==> config.mk <==
export PLATFORM = sky130hd
export DESIGN_NAME = rdxc_top
export DESIGN_NICKNAME = d
export VERILOG_FILES = /design/src/rdxc_top.v /design/src/rdxc_bus_port.v
export VERILOG_INCLUDE_DIRS = /design/src /design/src/src
export SDC_FILE = /design/constraint.sdc
export NUM_CORES = 1
export LEC_CHECK = 0
export ABC_AREA = 0
export BUFFER_PORTS_ARGS = -buffer_cell sky130_fd_sc_hd__clkbuf_2
export CORE_ASPECT_RATIO = 0.75
export CORE_MARGIN = 2
export CORE_UTILIZATION = 33
export CTS_CLUSTER_SIZE = 28
export DETAILED_ROUTE_END_ITERATION = 16
export SYNTH_ARGS = -nofsm -noshare
export SYNTH_HDL_FRONTEND = slang
export SYNTH_SLANG_ARGS = --single-unit
export TNS_END_PERCENT = 5
==> constraint.sdc <==
create_clock -name clock -period 2.9 [get_ports clock]
set_input_delay 0.58 -clock clock [delete_from_list [all_inputs] [get_ports clock]]
set_output_delay 0.58 -clock clock [all_outputs]
set_load 0.005 [all_outputs]
==> src/rdxc_defines.vh <==
// Constants shared by the descriptor transfer unit and its bus port
`ifndef RDXC_DEFINES_VH
`define RDXC_DEFINES_VH

////////////////////////////////////////////////////////////////////////////////
// Descriptor window and layout
`define RDXC_WIN_BASE_MAIN   24'hfff800
`define RDXC_WIN_BASE_ALT    24'hffec00
`define RDXC_DESC_BYTES      10'h00c
`define RDXC_MAX_CHAN        7'h55
`define RDXC_W0_OFS          24'h000000
`define RDXC_W1_OFS          24'h000004
`define RDXC_W2_OFS          24'h000008
`define RDXC_MODE_POS        24
`define RDXC_ADDR_MSB        23
`define RDXC_CNT_POS         16

////////////////////////////////////////////////////////////////////////////////
// Mode register A: address step modes and unit size
`define RDXC_MA_SRC_POS      6
`define RDXC_MA_DST_POS      4
`define RDXC_MA_SIZE_POS     0
`define RDXC_AM_FIXED        2'h0
`define RDXC_AM_INC          2'h2
`define RDXC_AM_DEC          2'h3
`define RDXC_SZ_BYTE         2'h0
`define RDXC_SZ_WORD         2'h1
`define RDXC_SZ_LONG         2'h2

// Mode register B: per-transfer interrupt select
`define RDXC_MB_IRQSEL_POS   3

////////////////////////////////////////////////////////////////////////////////
// Register port map
`define RDXC_REG_CTRL        8'h00
`define RDXC_REG_STATUS      8'h04
`define RDXC_REG_IRQ_EN      8'h08
`define RDXC_REG_IRQ_CLR     8'h0c
`define RDXC_REG_STATE       8'h10
`define RDXC_REG_LAST_SRC    8'h14
`define RDXC_REG_LAST_DST    8'h18
`define RDXC_REG_XFER_CNT    8'h1c

`define RDXC_CTRL_EN_POS     0
`define RDXC_CTRL_ALT_POS    1
`define RDXC_CTRL_RST        2'h0

`define RDXC_ST_XFER_POS     0
`define RDXC_ST_DONE_POS     1
`define RDXC_ST_ERR_POS      2
`define RDXC_ST_BITS         3
`define RDXC_ST_RST          3'h0

`endif

==> src/rdxc_top.v <==
// Descriptor transfer unit: fetch, move, update and write back per activation
`timescale 1ns/100ps
`default_nettype none
`include "rdxc_defines.vh"

module rdxc_top (
  input  wire        clock,
  input  wire        reset_n,
  // Register port
  input  wire [7:0]  reg_addr,
  input  wire [31:0] reg_wdata,
  input  wire        reg_write,
  input  wire        reg_read,
  output reg  [31:0] reg_rdata,
  output reg         irq,
  // Activation from interrupt sources
  input  wire        act_req,
  input  wire [6:0]  act_chan,
  output reg         act_ack,
  input  wire        onchip_ram_enable,
  // Interrupt forwarded to the CPU
  output reg         cpu_irq_fwd,
  output reg  [6:0]  cpu_irq_chan,
  // Internal system bus
  output wire        mem_req,
  output wire        mem_we,
  output wire [23:0] mem_addr,
  output wire [31:0] mem_wdata,
  output wire [1:0]  mem_size,
  input  wire        mem_ack,
  input  wire [31:0] mem_rdata
);

  ////////////////////////////////////////////////////////////////////////////
  // States
  localparam [3:0] S_IDLE = 4'h0;
  localparam [3:0] S_RD0  = 4'h1;
  localparam [3:0] S_RD1  = 4'h2;
  localparam [3:0] S_RD2  = 4'h3;
  localparam [3:0] S_XRD  = 4'h4;
  localparam [3:0] S_XWR  = 4'h5;
  localparam [3:0] S_WB0  = 4'h6;
  localparam [3:0] S_WB1  = 4'h7;
  localparam [3:0] S_WB2  = 4'h8;
  localparam [3:0] S_FIN  = 4'h9;

  reg  [3:0]  state_r;
  reg  [3:0]  state_nxt;
  reg         pend_r;
  reg  [6:0]  chan_r;
  reg  [23:0] desc_r;
  reg  [7:0]  mode_a_r;
  reg  [7:0]  mode_b_r;
  reg  [23:0] src_r;
  reg  [23:0] dst_r;
  reg  [15:0] cnt_r;
  reg  [15:0] cnt_rsv_r;
  reg  [31:0] data_r;
  reg  [1:0]  ctrl_r;
  reg  [2:0]  status_r;
  reg  [2:0]  status_nxt;
  reg  [2:0]  irq_en_r;
  reg  [23:0] last_src_r;
  reg  [23:0] last_dst_r;
  reg  [15:0] xfer_cnt_r;

  reg         bp_start;
  reg         bp_we;
  reg  [23:0] bp_addr;
  reg  [31:0] bp_wdata;
  wire        bp_busy;
  wire        bp_done;
  wire [31:0] bp_rdata;

  reg  [2:0]  ev;
  reg  [2:0]  clr;
  reg  [31:0] rd_mux;

  ////////////////////////////////////////////////////////////////////////////
  // Decoded mode fields
  wire [1:0]  src_mode = mode_a_r[`RDXC_MA_SRC_POS+1:`RDXC_MA_SRC_POS];
  wire [1:0]  dst_mode = mode_a_r[`RDXC_MA_DST_POS+1:`RDXC_MA_DST_POS];
  wire [1:0]  unit_sz  = mode_a_r[`RDXC_MA_SIZE_POS+1:`RDXC_MA_SIZE_POS];
  wire        per_transfer_irq_select = mode_b_r[`RDXC_MB_IRQSEL_POS];

  wire [23:0] step = (unit_sz == `RDXC_SZ_BYTE) ? 24'h000001 :
                     (unit_sz == `RDXC_SZ_WORD) ? 24'h000002 : 24'h000004;

  wire [23:0] src_next = (src_mode == `RDXC_AM_INC) ? src_r + step :
                         (src_mode == `RDXC_AM_DEC) ? src_r - step : src_r;
  wire [23:0] dst_next = (dst_mode == `RDXC_AM_INC) ? dst_r + step :
                         (dst_mode == `RDXC_AM_DEC) ? dst_r - step : dst_r;
  wire [15:0] cnt_next = cnt_r - 16'h0001;
  wire        cnt_zero = (cnt_next == 16'h0000);

  // Window base and per-channel offset; 84 * 12 stays inside 10 bits
  wire [23:0] win_base = ctrl_r[`RDXC_CTRL_ALT_POS] ? `RDXC_WIN_BASE_ALT :
                                                     `RDXC_WIN_BASE_MAIN;
  wire [9:0]  chan_ofs = {3'h0, act_chan} * `RDXC_DESC_BYTES;
  wire [23:0] desc_addr = win_base | {14'h0000, chan_ofs};

  wire        chan_ok = (act_chan < `RDXC_MAX_CHAN);
  wire        in_access = (state_r != S_IDLE) && (state_r != S_FIN);
  wire        take = (state_r == S_IDLE) && act_req && !act_ack &&
                     ctrl_r[`RDXC_CTRL_EN_POS];

  ////////////////////////////////////////////////////////////////////////////
  // Bus access issue per state
  always @* begin
    bp_start = in_access && !pend_r && !bp_busy;
    bp_we    = 1'b0;
    bp_addr  = desc_r;
    bp_wdata = 32'h00000000;
    case (state_r)
      S_RD0: begin
        bp_addr = desc_r + `RDXC_W0_OFS;
      end
      S_RD1: begin
        bp_addr = desc_r + `RDXC_W1_OFS;
      end
      S_RD2: begin
        bp_addr = desc_r + `RDXC_W2_OFS;
      end
      S_XRD: begin
        bp_addr = src_r;
      end
      S_XWR: begin
        bp_we    = 1'b1;
        bp_addr  = dst_r;
        bp_wdata = data_r;
      end
      S_WB0: begin
        bp_we    = 1'b1;
        bp_addr  = desc_r + `RDXC_W0_OFS;
        bp_wdata = {mode_a_r, src_r};
      end
      S_WB1: begin
        bp_we    = 1'b1;
        bp_addr  = desc_r + `RDXC_W1_OFS;
        bp_wdata = {mode_b_r, dst_r};
      end
      S_WB2: begin
        bp_we    = 1'b1;
        bp_addr  = desc_r + `RDXC_W2_OFS;
        bp_wdata = {cnt_r, cnt_rsv_r};
      end
      default: begin
        bp_start = 1'b0;
      end
    endcase
  end

  // Sizes of descriptor traffic are always longword; data uses the mode size
  wire [1:0] bp_size = ((state_r == S_XRD) || (state_r == S_XWR)) ? unit_sz :
                                                                   `RDXC_SZ_LONG;

  rdxc_bus_port u_bus (
    .clock       (clock),
    .reset_n     (reset_n),
    .start       (bp_start),
    .start_we    (bp_we),
    .start_addr  (bp_addr),
    .start_wdata (bp_wdata),
    .start_size  (bp_size),
    .busy        (bp_busy),
    .done        (bp_done),
    .rdata       (bp_rdata),
    .mem_req     (mem_req),
    .mem_we      (mem_we),
    .mem_addr    (mem_addr),
    .mem_wdata   (mem_wdata),
    .mem_size    (mem_size),
    .mem_ack     (mem_ack),
    .mem_rdata   (mem_rdata)
  );

  ////////////////////////////////////////////////////////////////////////////
  // Sequence: no new activation until write-back has finished
  always @* begin
    state_nxt = state_r;
    case (state_r)
      S_IDLE: begin
        if (take && onchip_ram_enable && chan_ok) begin
          state_nxt = S_RD0;
        end
      end
      S_RD0: begin
        if (bp_done) state_nxt = S_RD1;
      end
      S_RD1: begin
        if (bp_done) state_nxt = S_RD2;
      end
      S_RD2: begin
        if (bp_done) state_nxt = S_XRD;
      end
      S_XRD: begin
        if (bp_done) state_nxt = S_XWR;
      end
      S_XWR: begin
        if (bp_done) state_nxt = S_WB0;
      end
      S_WB0: begin
        if (bp_done) state_nxt = S_WB1;
      end
      S_WB1: begin
        if (bp_done) state_nxt = S_WB2;
      end
      S_WB2: begin
        if (bp_done) state_nxt = S_FIN;
      end
      S_FIN: begin
        state_nxt = S_IDLE;
      end
      default: begin
        state_nxt = S_IDLE;
      end
    endcase
  end

  always @(posedge clock or negedge reset_n) begin
    if (!reset_n) begin
      state_r <= S_IDLE;
      pend_r  <= 1'b0;
    end else begin
      state_r <= state_nxt;
      if (bp_done) begin
        pend_r <= 1'b0;
      end else if (bp_start) begin
        pend_r <= 1'b1;
      end
    end
  end

  ////////////////////////////////////////////////////////////////////////////
  // Descriptor image: whatever RAM holds at activation is used as is
  always @(posedge clock or negedge reset_n) begin
    if (!reset_n) begin
      chan_r    <= 7'h00;
      desc_r    <= 24'h000000;
      mode_a_r  <= 8'h00;
      mode_b_r  <= 8'h00;
      src_r     <= 24'h000000;
      dst_r     <= 24'h000000;
      cnt_r     <= 16'h0000;
      cnt_rsv_r <= 16'h0000;
      data_r    <= 32'h00000000;
    end else begin
      if (take) begin
        chan_r <= act_chan;
        desc_r <= desc_addr;
      end
      if (bp_done) begin
        case (state_r)
          S_RD0: begin
            mode_a_r <= bp_rdata[31:`RDXC_MODE_POS];
            src_r    <= bp_rdata[`RDXC_ADDR_MSB:0];
          end
          S_RD1: begin
            mode_b_r <= bp_rdata[31:`RDXC_MODE_POS];
            dst_r    <= bp_rdata[`RDXC_ADDR_MSB:0];
          end
          S_RD2: begin
            cnt_r     <= bp_rdata[31:`RDXC_CNT_POS];
            cnt_rsv_r <= bp_rdata[`RDXC_CNT_POS-1:0];
          end
          S_XRD: begin
            data_r <= bp_rdata;
          end
          S_XWR: begin
            src_r <= src_next;
            dst_r <= dst_next;
            cnt_r <= cnt_next;
          end
          default: begin
            data_r <= data_r;
          end
        endcase
      end
    end
  end

  ////////////////////////////////////////////////////////////////////////////
  // Forwarding to the CPU and activation acknowledge
  reg fin_zero_r;

  always @(posedge clock or negedge reset_n) begin
    if (!reset_n) begin
      act_ack      <= 1'b0;
      cpu_irq_fwd  <= 1'b0;
      cpu_irq_chan <= 7'h00;
      fin_zero_r   <= 1'b0;
      last_src_r   <= 24'h000000;
      last_dst_r   <= 24'h000000;
      xfer_cnt_r   <= 16'h0000;
    end else begin
      act_ack     <= take;
      cpu_irq_fwd <= 1'b0;
      if ((state_r == S_XWR) && bp_done) begin
        fin_zero_r <= cnt_zero;
      end
      // Refused activation goes straight on to the CPU
      if (take && !(onchip_ram_enable && chan_ok)) begin
        cpu_irq_fwd  <= 1'b1;
        cpu_irq_chan <= act_chan;
      end
      if (state_r == S_FIN) begin
        last_src_r <= src_r;
        last_dst_r <= dst_r;
        xfer_cnt_r <= xfer_cnt_r + 16'h0001;
        if (per_transfer_irq_select || fin_zero_r) begin
          cpu_irq_fwd  <= 1'b1;
          cpu_irq_chan <= chan_r;
        end
      end
    end
  end

  ////////////////////////////////////////////////////////////////////////////
  // Status events; a set in the clearing cycle survives
  always @* begin
    ev = 3'h0;
    ev[`RDXC_ST_XFER_POS] = (state_r == S_FIN);
    ev[`RDXC_ST_DONE_POS] = (state_r == S_FIN) && fin_zero_r;
    ev[`RDXC_ST_ERR_POS]  = take && !(onchip_ram_enable && chan_ok);
    clr = 3'h0;
    if (reg_write && (reg_addr == `RDXC_REG_IRQ_CLR)) begin
      clr = reg_wdata[`RDXC_ST_BITS-1:0];
    end
    status_nxt = (status_r & ~clr) | ev;
  end

  ////////////////////////////////////////////////////////////////////////////
  // Register port
  always @* begin
    rd_mux = 32'h00000000;
    case (reg_addr)
      `RDXC_REG_CTRL:     rd_mux = {30'h00000000, ctrl_r};
      `RDXC_REG_STATUS:   rd_mux = {29'h00000000, status_r};
      `RDXC_REG_IRQ_EN:   rd_mux = {29'h00000000, irq_en_r};
      `RDXC_REG_STATE:    rd_mux = {20'h00000, chan_r, 1'b0, state_r};
      `RDXC_REG_LAST_SRC: rd_mux = {8'h00, last_src_r};
      `RDXC_REG_LAST_DST: rd_mux = {8'h00, last_dst_r};
      `RDXC_REG_XFER_CNT: rd_mux = {16'h0000, xfer_cnt_r};
      default:            rd_mux = 32'h00000000;
    endcase
  end

  always @(posedge clock or negedge reset_n) begin
    if (!reset_n) begin
      ctrl_r    <= `RDXC_CTRL_RST;
      status_r  <= `RDXC_ST_RST;
      irq_en_r  <= `RDXC_ST_RST;
      reg_rdata <= 32'h00000000;
      irq       <= 1'b0;
    end else begin
      status_r <= status_nxt;
      irq      <= |(status_nxt & irq_en_r);
      if (reg_write && (reg_addr == `RDXC_REG_CTRL)) begin
        ctrl_r <= reg_wdata[1:0];
      end
      if (reg_write && (reg_addr == `RDXC_REG_IRQ_EN)) begin
        irq_en_r <= reg_wdata[`RDXC_ST_BITS-1:0];
      end
      // Data valid only in the cycle after the read strobe
      if (reg_read) begin
        reg_rdata <= rd_mux;
      end else begin
        reg_rdata <= 32'h00000000;
      end
    end
  end

endmodule
`default_nettype wire

==> src/rdxc_bus_port.v <==
// Single-access master on the internal system bus
`timescale 1ns/100ps
`default_nettype none
`include "rdxc_defines.vh"

module rdxc_bus_port (
  input  wire        clock,
  input  wire        reset_n,
  input  wire        start,
  input  wire        start_we,
  input  wire [23:0] start_addr,
  input  wire [31:0] start_wdata,
  input  wire [1:0]  start_size,
  output reg         busy,
  output reg         done,
  output reg  [31:0] rdata,
  output reg         mem_req,
  output reg         mem_we,
  output reg  [23:0] mem_addr,
  output reg  [31:0] mem_wdata,
  output reg  [1:0]  mem_size,
  input  wire        mem_ack,
  input  wire [31:0] mem_rdata
);

  // Request held until acknowledged; one access in flight only
  always @(posedge clock or negedge reset_n) begin
    if (!reset_n) begin
      busy      <= 1'b0;
      done      <= 1'b0;
      rdata     <= 32'h00000000;
      mem_req   <= 1'b0;
      mem_we    <= 1'b0;
      mem_addr  <= 24'h000000;
      mem_wdata <= 32'h00000000;
      mem_size  <= 2'h0;
    end else begin
      done <= 1'b0;
      if (!busy) begin
        if (start) begin
          busy      <= 1'b1;
          mem_req   <= 1'b1;
          mem_we    <= start_we;
          mem_addr  <= start_addr;
          mem_wdata <= start_wdata;
          mem_size  <= start_size;
        end
      end else if (mem_ack) begin
        busy    <= 1'b0;
        mem_req <= 1'b0;
        mem_we  <= 1'b0;
        done    <= 1'b1;
        if (!mem_we) begin
          rdata <= mem_rdata;
        end
      end
    end
  end

endmodule
`default_nettype wire

==> out/summary.md, run 1 <==
The run finished with clean final reports. For the total detailed-routing wirelength, the log shows 62,400 um. The final hold violation count is 0, and the number of flip-flops and latches in the synthesized netlist is 351. Summed over all layers, the global routing overflow is 0. A synthesized cell averages 10.0 um^2. The multi-input combinational cells in the finished layout cover a total of 9840 um^2.

Buffers placed on the I/O ports in this run total 150. In this run the worst path has a maximum fanout of 11. Entering global routing, the biggest net connects 69 pins.

The share of synthesized flip-flops with an asynchronous set or reset works out to 1.00. Type of the setup path with the least slack: reg2reg. After floorplanning, the core was divided into 75 placement rows. The min-delay analysis places its worst path in the category in2reg.

At the end of routability-driven placement, the weighted congestion stood at 0.913. In this run the cell area of the synthesized design comes to 18,900 um^2. The run gives 0.210 as the total global-route track usage. The tools report the data required time of the worst path as 3370 ps. The kind of cell adding the most delay to the critical path is simple AND/OR/NAND/NOR gates.

The worst setup slack after layout is 72.9 ps. The post-route clock period utilization came out at 0.975. Traced cell by cell, the critical path runs through nor2b_2 -> inv_2 -> buf_12 -> ha_1 -> nand4_1 -> or2_1 -> or4b_4 -> o211ai_4 -> buf_4 -> o21bai_1 -> and3_1 -> o31ai_1. Register-to-register setup slack: 70 ps. The most critical setup path has its endpoint at dst_r[15]. The die is 281 um wide. For this design the ratio of total power to cell area is 1160 nW/um^2. The first-pass iteration count of the detailed router was 8.

After detailed routing, the number of remaining DRC violations is 0. The ratio of cells with drive above 1 in the final layout is 0.290, and the placed instance count is 2,797. The final number of setup-violating endpoints came out at 0.

The number of antenna violations at the first check in global routing was 2. The leakage component of the power was 10.9 nW; the maximum clock frequency was 354 MHz. Counting cells, the worst reg-to-reg path comes to 12.

The tools report the number of DRC violations after detailed-routing iteration 0 as 1,710. The number of buffers between clock root and the deepest sink was 3. The most critical setup path has its startpoint at mode_a_r[4].

Among all flip-flop cells after synthesis, the most frequent one is dfrtp_1. After routing, the total negative slack on setup checks comes to 0 ps. Once detailed placement completed, the half-perimeter wirelength came to 46,100 um.

The number of buffers and inverters on the critical path is 3. The layout has 5,463 filler cells. Reg-to-reg endpoint: dst_r[15]. Max-cap violations in this run came to 0. Counting the buffers created by CTS gives 39. The tools report the cell at the root of the clock tree as clkbuf_16. The count of pins over their slew limit was 0. Setup repair after global routing could not meet its margin everywhere. For the worst-skew pair, the clock arrives at the later sink with an insertion delay of 570 ps. Summing all non-filler instances in the final layout gives an area of 23,000 um^2. The logs give 2 for the depth of the CTS H-tree and 0.252 for the worst max-slew margin expressed relative to the limit.

The routed via count divided by cell count was 5.55. On the worst path, the slowest cell contributes a delay of 520 ps. The final critical-path required period came out at 2830 ps. The worst flop-to-flop path startpoint was mode_a_r[4]. Between clock sinks in the finished design, the worst skew comes to 24.8 ps. Among all stages on the critical path, the largest delay is contributed by or4b_4. Once placement finished, the instance area stood at 21,300 um^2. The tools report the number of top-level pins as 188. The count of nets left with antenna violations once routing finished came out at 0. TritonCTS built the clock tree. Across the VDD grid, the largest voltage drop is 0.561 mV. The number of enable flip-flop cells after synthesis was 0; the routed length per instance was 21.7 um.

At the worst endpoint, the arrival time is 3300 ps. Leaving out fill and tap cells, the most frequent cells in the layout are dfrtp_1, nand2_1, mux2_2. The tools report the initial cell density of the core as 0.336. The first global-routing pass estimated 95,800 um of wire.

The core region is 56,300 um^2. The floorplan die area is 59,300 um^2. Registers take 8790 um^2. The number of standard cells in the final layout excluding fillers came out at 2,875. The via count of the first global-routing pass is 15,555, and the gate count after technology mapping is 1,885. At the placement stage, the worst setup path has a slack of -110 ps. Most common library cell in the layout ignoring fill and taps: dfrtp_1.

The worst setup path is captured at a flip-flop. The area growth from synthesis to layout is 21.7%. The instance count on the critical path is 12. The run gives 0 as the number of warnings reported in the yosys synthesis log. The logs give 0.409 for the final core utilization and 2,263 for the number of nets at the end of the flow.

The number of different library cells used by synthesis comes to 86. The tools report the start point of the worst hold path as mem_ack. The die height was 211 um; the actual slew at the worst max-slew pin was 1120 ps.

The number of sinks handled by clock tree synthesis is 351, and the CTS clock-pin slew for the worst setup and hold paths is 60 ps. For the via count of the routed design, the log shows 15,968. Part of the Yosys area used for sequential elements: 0.464. STA classifies the critical path startpoint as a flip-flop.
==> report_power, final <==
group | internal (mW) | switching (mW) | total [mW]
sequential | 5.82 | 1.33 | 7.15
clock | 3.08 | 2.21 | 5.29
combinational | 6.50 | 7.68 | 14.2
total | 15.4 | 11.2 | 26.6
==> layer usage <==
metal / share of wire / vias to the layer above / track usage / wire, um
met3: 0.087 / 91 / 0.0481 / 5450
li1: - / 7333 / - / -
met4: 0.023 / 0 / 0.0537 / 1420
met1: 0.47 / 7946 / 0.317 / 29200
met2: 0.42 / 598 / 0.299 / 26400
met5: 0 / - / 0 / 0
==> kinds of logic after synthesis <==
kind of cell | synth area share
XOR/XNOR | 0.0231
AND/OR/NAND/NOR | 0.127
flip-flops | 0.464
multiplexers | 0.120
buffers and inverters | 0.0330
AO/OA/AOI/OAI | 0.190
adder cells (fa/ha/maj) | 0.0428
other | 0.000198
==> cells in the mapped netlist, types with 18 or more instances <==
cell | n | area (um^2)
a21o_1 | 19 | 143
a21oi_1 | 142 | 711
a22o_1 | 41 | 359
a22oi_1 | 55 | 413
a31oi_1 | 25 | 156
and2_1 | 18 | 113
buf_1 | 18 | 67.6
buf_2 | 19 | 95.1
clkbuf_1 | 75 | 282
dfrtp_1 | 351 | 8780
ha_1 | 60 | 751
inv_1 | 31 | 116
mux2_2 | 182 | 2050
mux2i_1 | 22 | 220
nand2_1 | 209 | 785
nand3_1 | 25 | 125
nor2_1 | 142 | 533
nor3_1 | 20 | 100
o21ai_0 | 110 | 551
o21ai_1 | 20 | 100
xnor2_1 | 28 | 245
xor2_1 | 22 | 193
==> flip-flops by register name, summed over array words and instances (netlist names), 16 cells and up <==
signal,cells
data_r,32
u_bus.mem_wdata,32
u_bus.rdata,32
dst_r,24
last_dst_r,24
last_src_r,24
reg_rdata,24
src_r,24
u_bus.mem_addr,24
cnt_r,16
cnt_rsv_r,16
xfer_cnt_r,16
==> area by class of cell <==
cell class | instances | share of cell area
clock inverters | 21 | 0.0111
well taps | 731 | 0.0397
repair buffers | 301 | 0.0872
clock buffers | 49 | 0.0479
multi-input cells | 1389 | 0.427
diodes | 1 | 0.000109
inverters | 32 | 0.00521
flip-flops and latches | 351 | 0.382
==> how the worst min path moves through the flow <==
stage	end	slack, ps	depth (start not counted)
floorplan	act_ack	280	0
global placement	u_bus.mem_size[0]	460	2
detailed placement	u_bus.mem_req	470	2
CTS	u_bus.busy	170	2
global route	u_bus.busy	190	2
finish	u_bus.busy	200	2
==> what timing repair did <==
item	CTS	global route
endpoints found under the setup margin	10	23
pin swaps	1	17
hold buffers	1	0
resized for setup	7	47
hold endpoints to repair	40	0
setup buffers	1	5
==> per-stage QoR <==
stage / hold WS, ps / power (mW)
after CTS: 173 / 25.8
after floorplan: 284 / 14.9
after detailed placement: 467 / 20.2
after global placement: 460 / 20.0
after global routing: 194 / 28.4
final: 198 / 26.6
No activity file was read; power rests on OpenSTA's default activity.
==> run 2, diff against run 1 <==
--- a/config.mk
+++ b/config.mk
@@ -10,9 +10,10 @@
 export BUFFER_PORTS_ARGS = -buffer_cell sky130_fd_sc_hd__clkbuf_2
 export CORE_ASPECT_RATIO = 0.75
 export CORE_MARGIN = 2
-export CORE_UTILIZATION = 33
+export CORE_UTILIZATION = 54
 export CTS_CLUSTER_SIZE = 28
 export DETAILED_ROUTE_END_ITERATION = 16
+export PLACE_DENSITY = 0.77
 export SYNTH_ARGS = -nofsm -noshare
 export SYNTH_HDL_FRONTEND = slang
 export SYNTH_SLANG_ARGS = --single-unit
==> out/summary.md, run 2 (same netlist as run 1, synthesis figures left out) <==
The run finished, with violations left. The checks that failed: negative setup slack. For the worst-skew pair, the clock arrives at the later sink with an insertion delay of 540 ps.

The logic gate share of total power is 0.530. Most common library cell in the layout ignoring fill and taps: dfrtp_1. Part of the power in registers: 0.276. The register-to-register setup slack is -0.1 ps. The tools report the leakage component of the power as 10.8 nW.

The tools report the final estimated routing congestion in global placement as 0.933. In this run, CTS created clock tree buffers numbering 37. The worst max-slew margin expressed relative to the limit is 0.365.

The tools report the cell at the root of the clock tree as clkbuf_16. The worst hold-check path type was in2async. For the pin count of the biggest net entering global routing, the log shows 78. The clock network fraction of design power was 0.194. The tools report the startpoint class of the critical path as a flip-flop.

The depth of the CTS H-tree is 2, and the data arrival at the endpoint of the critical path is 3360 ps. STA classifies the critical path endpoint as a flip-flop. The total global-route track usage was 0.320; the total power divided by cell area was 1140 nW/um^2.

At the worst endpoint, the required time is 3360 ps. The final number of setup-violating endpoints was 1; the count of buffers from port buffering was 150. For the initial cell density of the core, the log shows 0.547. At the pin with the least slew margin, the transition time is 946 ps. The run gives 0 as the global-route congestion overflow total. The final hold violation count is 0, and the floorplan die area is 36,600 um^2. The floorplan step defined a core boundary enclosing 34,600 um^2. The first-pass iteration count of the detailed router came out at 8.

The number of antenna violations at the first check in global routing came out at 1. Setup repair after global routing could not meet its margin everywhere. Detailed placement ended at an HPWL of 42,600 um.

TritonCTS built the clock tree. The maximum clock frequency was 345 MHz; the final-layout fill cell count was 2,771. Post-route clock skew: 23.0 ps. The tools report the via count of the first global-routing pass as 15,893. In the final design database the tool counted 2,265 nets. No sink is reached through more buffers than the 3 on the longest clock path.

The final critical-path required period is 2900 ps, and the number of sinks handled by clock tree synthesis is 351. The library cells used most frequently in the layout, excluding fill and tap cells, are dfrtp_1, nand2_1, mux2_2. The ratio of cells with drive above 1 in the final layout was 0.275; the antenna cell count was 0. The floorplan has 59 rows. Prior to clock tree synthesis, the placed netlist has a worst setup slack of -157 ps. The routed via count divided by cell count works out to 6.24.

In the final routed layout, each cell accounts on average for 22.4 um. For the worst setup slack after layout, the log shows -0.125 ps. In the final layout, the registers with the most flip-flops are data_r: 32 flops, u_bus.mem_wdata: 32 flops, u_bus.rdata: 32 flops. In this run the count of I/O pins placed on the die edge is 188.

The detail route stage leaves a number of antenna-violating nets equal to 0. The floorplan step set the die height to 166 um. The detailed router finished its first iteration with 1,768 violations. The area growth from synthesis to layout was 18.5%; the total internal power was 14.9 mW. In this run the worst path has a maximum fanout of 4.

The type of the setup path with the least slack was reg2reg. Post-route clock period utilization: 1.00. The tools report the total detailed-routing wirelength as 58,200 um. The first global-routing pass estimated 90,700 um of wire. The tools report the DRC violations left as 0. Final core utilization: 0.648.

The logs give 0 for the count of pins over their slew limit and 47.2 ps for the minimum hold slack. The run gives 16,205 as the via count of the routed design. The logs give 0 for the number of hold buffers added after CTS and 0 for the count of max-cap constraint violations.

For the worst voltage drop across the vdd grid, the log shows 0.753 mV. The CTS clock-pin slew for the worst setup and hold paths is 70 ps. The share of total power consumed by net switching came out at 0.421. In this run the horizontal extent of the chip is 220 um. The run gives 10.8 mW as the net load switching power.
[run 2: metal layers]
layer	vias to the layer above	wire (um)	GRT usage
met1	7964	26100	0.482
met5	-	13	0
li1	7361	-	-
met2	766	25000	0.460
met4	2	1510	0.0910
met3	112	5550	0.0756
[run 2: path summary, 6_finish.rpt]
path,endpoint,cells after the start,from
max in group asynchronous,u_bus.mem_we,2,reset_n
worst min register to register,u_bus.mem_req,2,u_bus.mem_req
worst max register to register,dst_r[22],11,mode_a_r[1]
worst min-delay path,dst_r[17],1,reset_n
worst max-delay path,dst_r[22],11,mode_a_r[1]
min in group clock,u_bus.busy,2,mem_ack
[run 2: worst max-delay path: stages (launching register included)]
cell and delay, ps:
dfrtp_1 440, nor2_2 150, buf_4 120, ha_1 200, fa_1 230, a21o_1 180, nand3_4 90, a211o_4 380
a211oi_4 280, a21oi_2 100, or4_1 470, a31oi_1 160
[run 2: cell type report]
cell class	count	area (um^2)	area share
Clock buffer	47	993	0.0443
Clock inverter	16	251	0.0112
Inverter	32	120	0.00536
Multi-Input combinational cell	1389	9650	0.430
Sequential cell	351	8780	0.392
Tap cell	457	572	0.0255
Timing Repair Buffer	305	2050	0.0915
[run 2: power groups by stage]
stage	Clock, mW	Combinational (mW)	Sequential, mW
after floorplan	0	8.36	6.57
after global placement	0	12.6	7.04
after detailed placement	0	12.8	7.10
after CTS	5.03	13.1	7.02
after global routing	5.26	14.8	7.17
final	4.98	13.6	7.08
[run 2: stage by stage]
step	TNS, ps	std cells	power, mW	cell area [um^2]
floorplan	-29.9	1892	14.9	19000
global placement	-48.1	2530	19.6	21100
detailed placement	-336	2530	19.9	21100
CTS	-79.9	2597	25.1	22400
global route	-517	2597	27.2	22400
finish	-0.125	2597	25.6	22400
[run 2: timing repair]
action,CTS,global route
resized for setup,5,18
buffers inserted,4,0
endpoints found under the setup margin,8,23
pin swaps,1,2
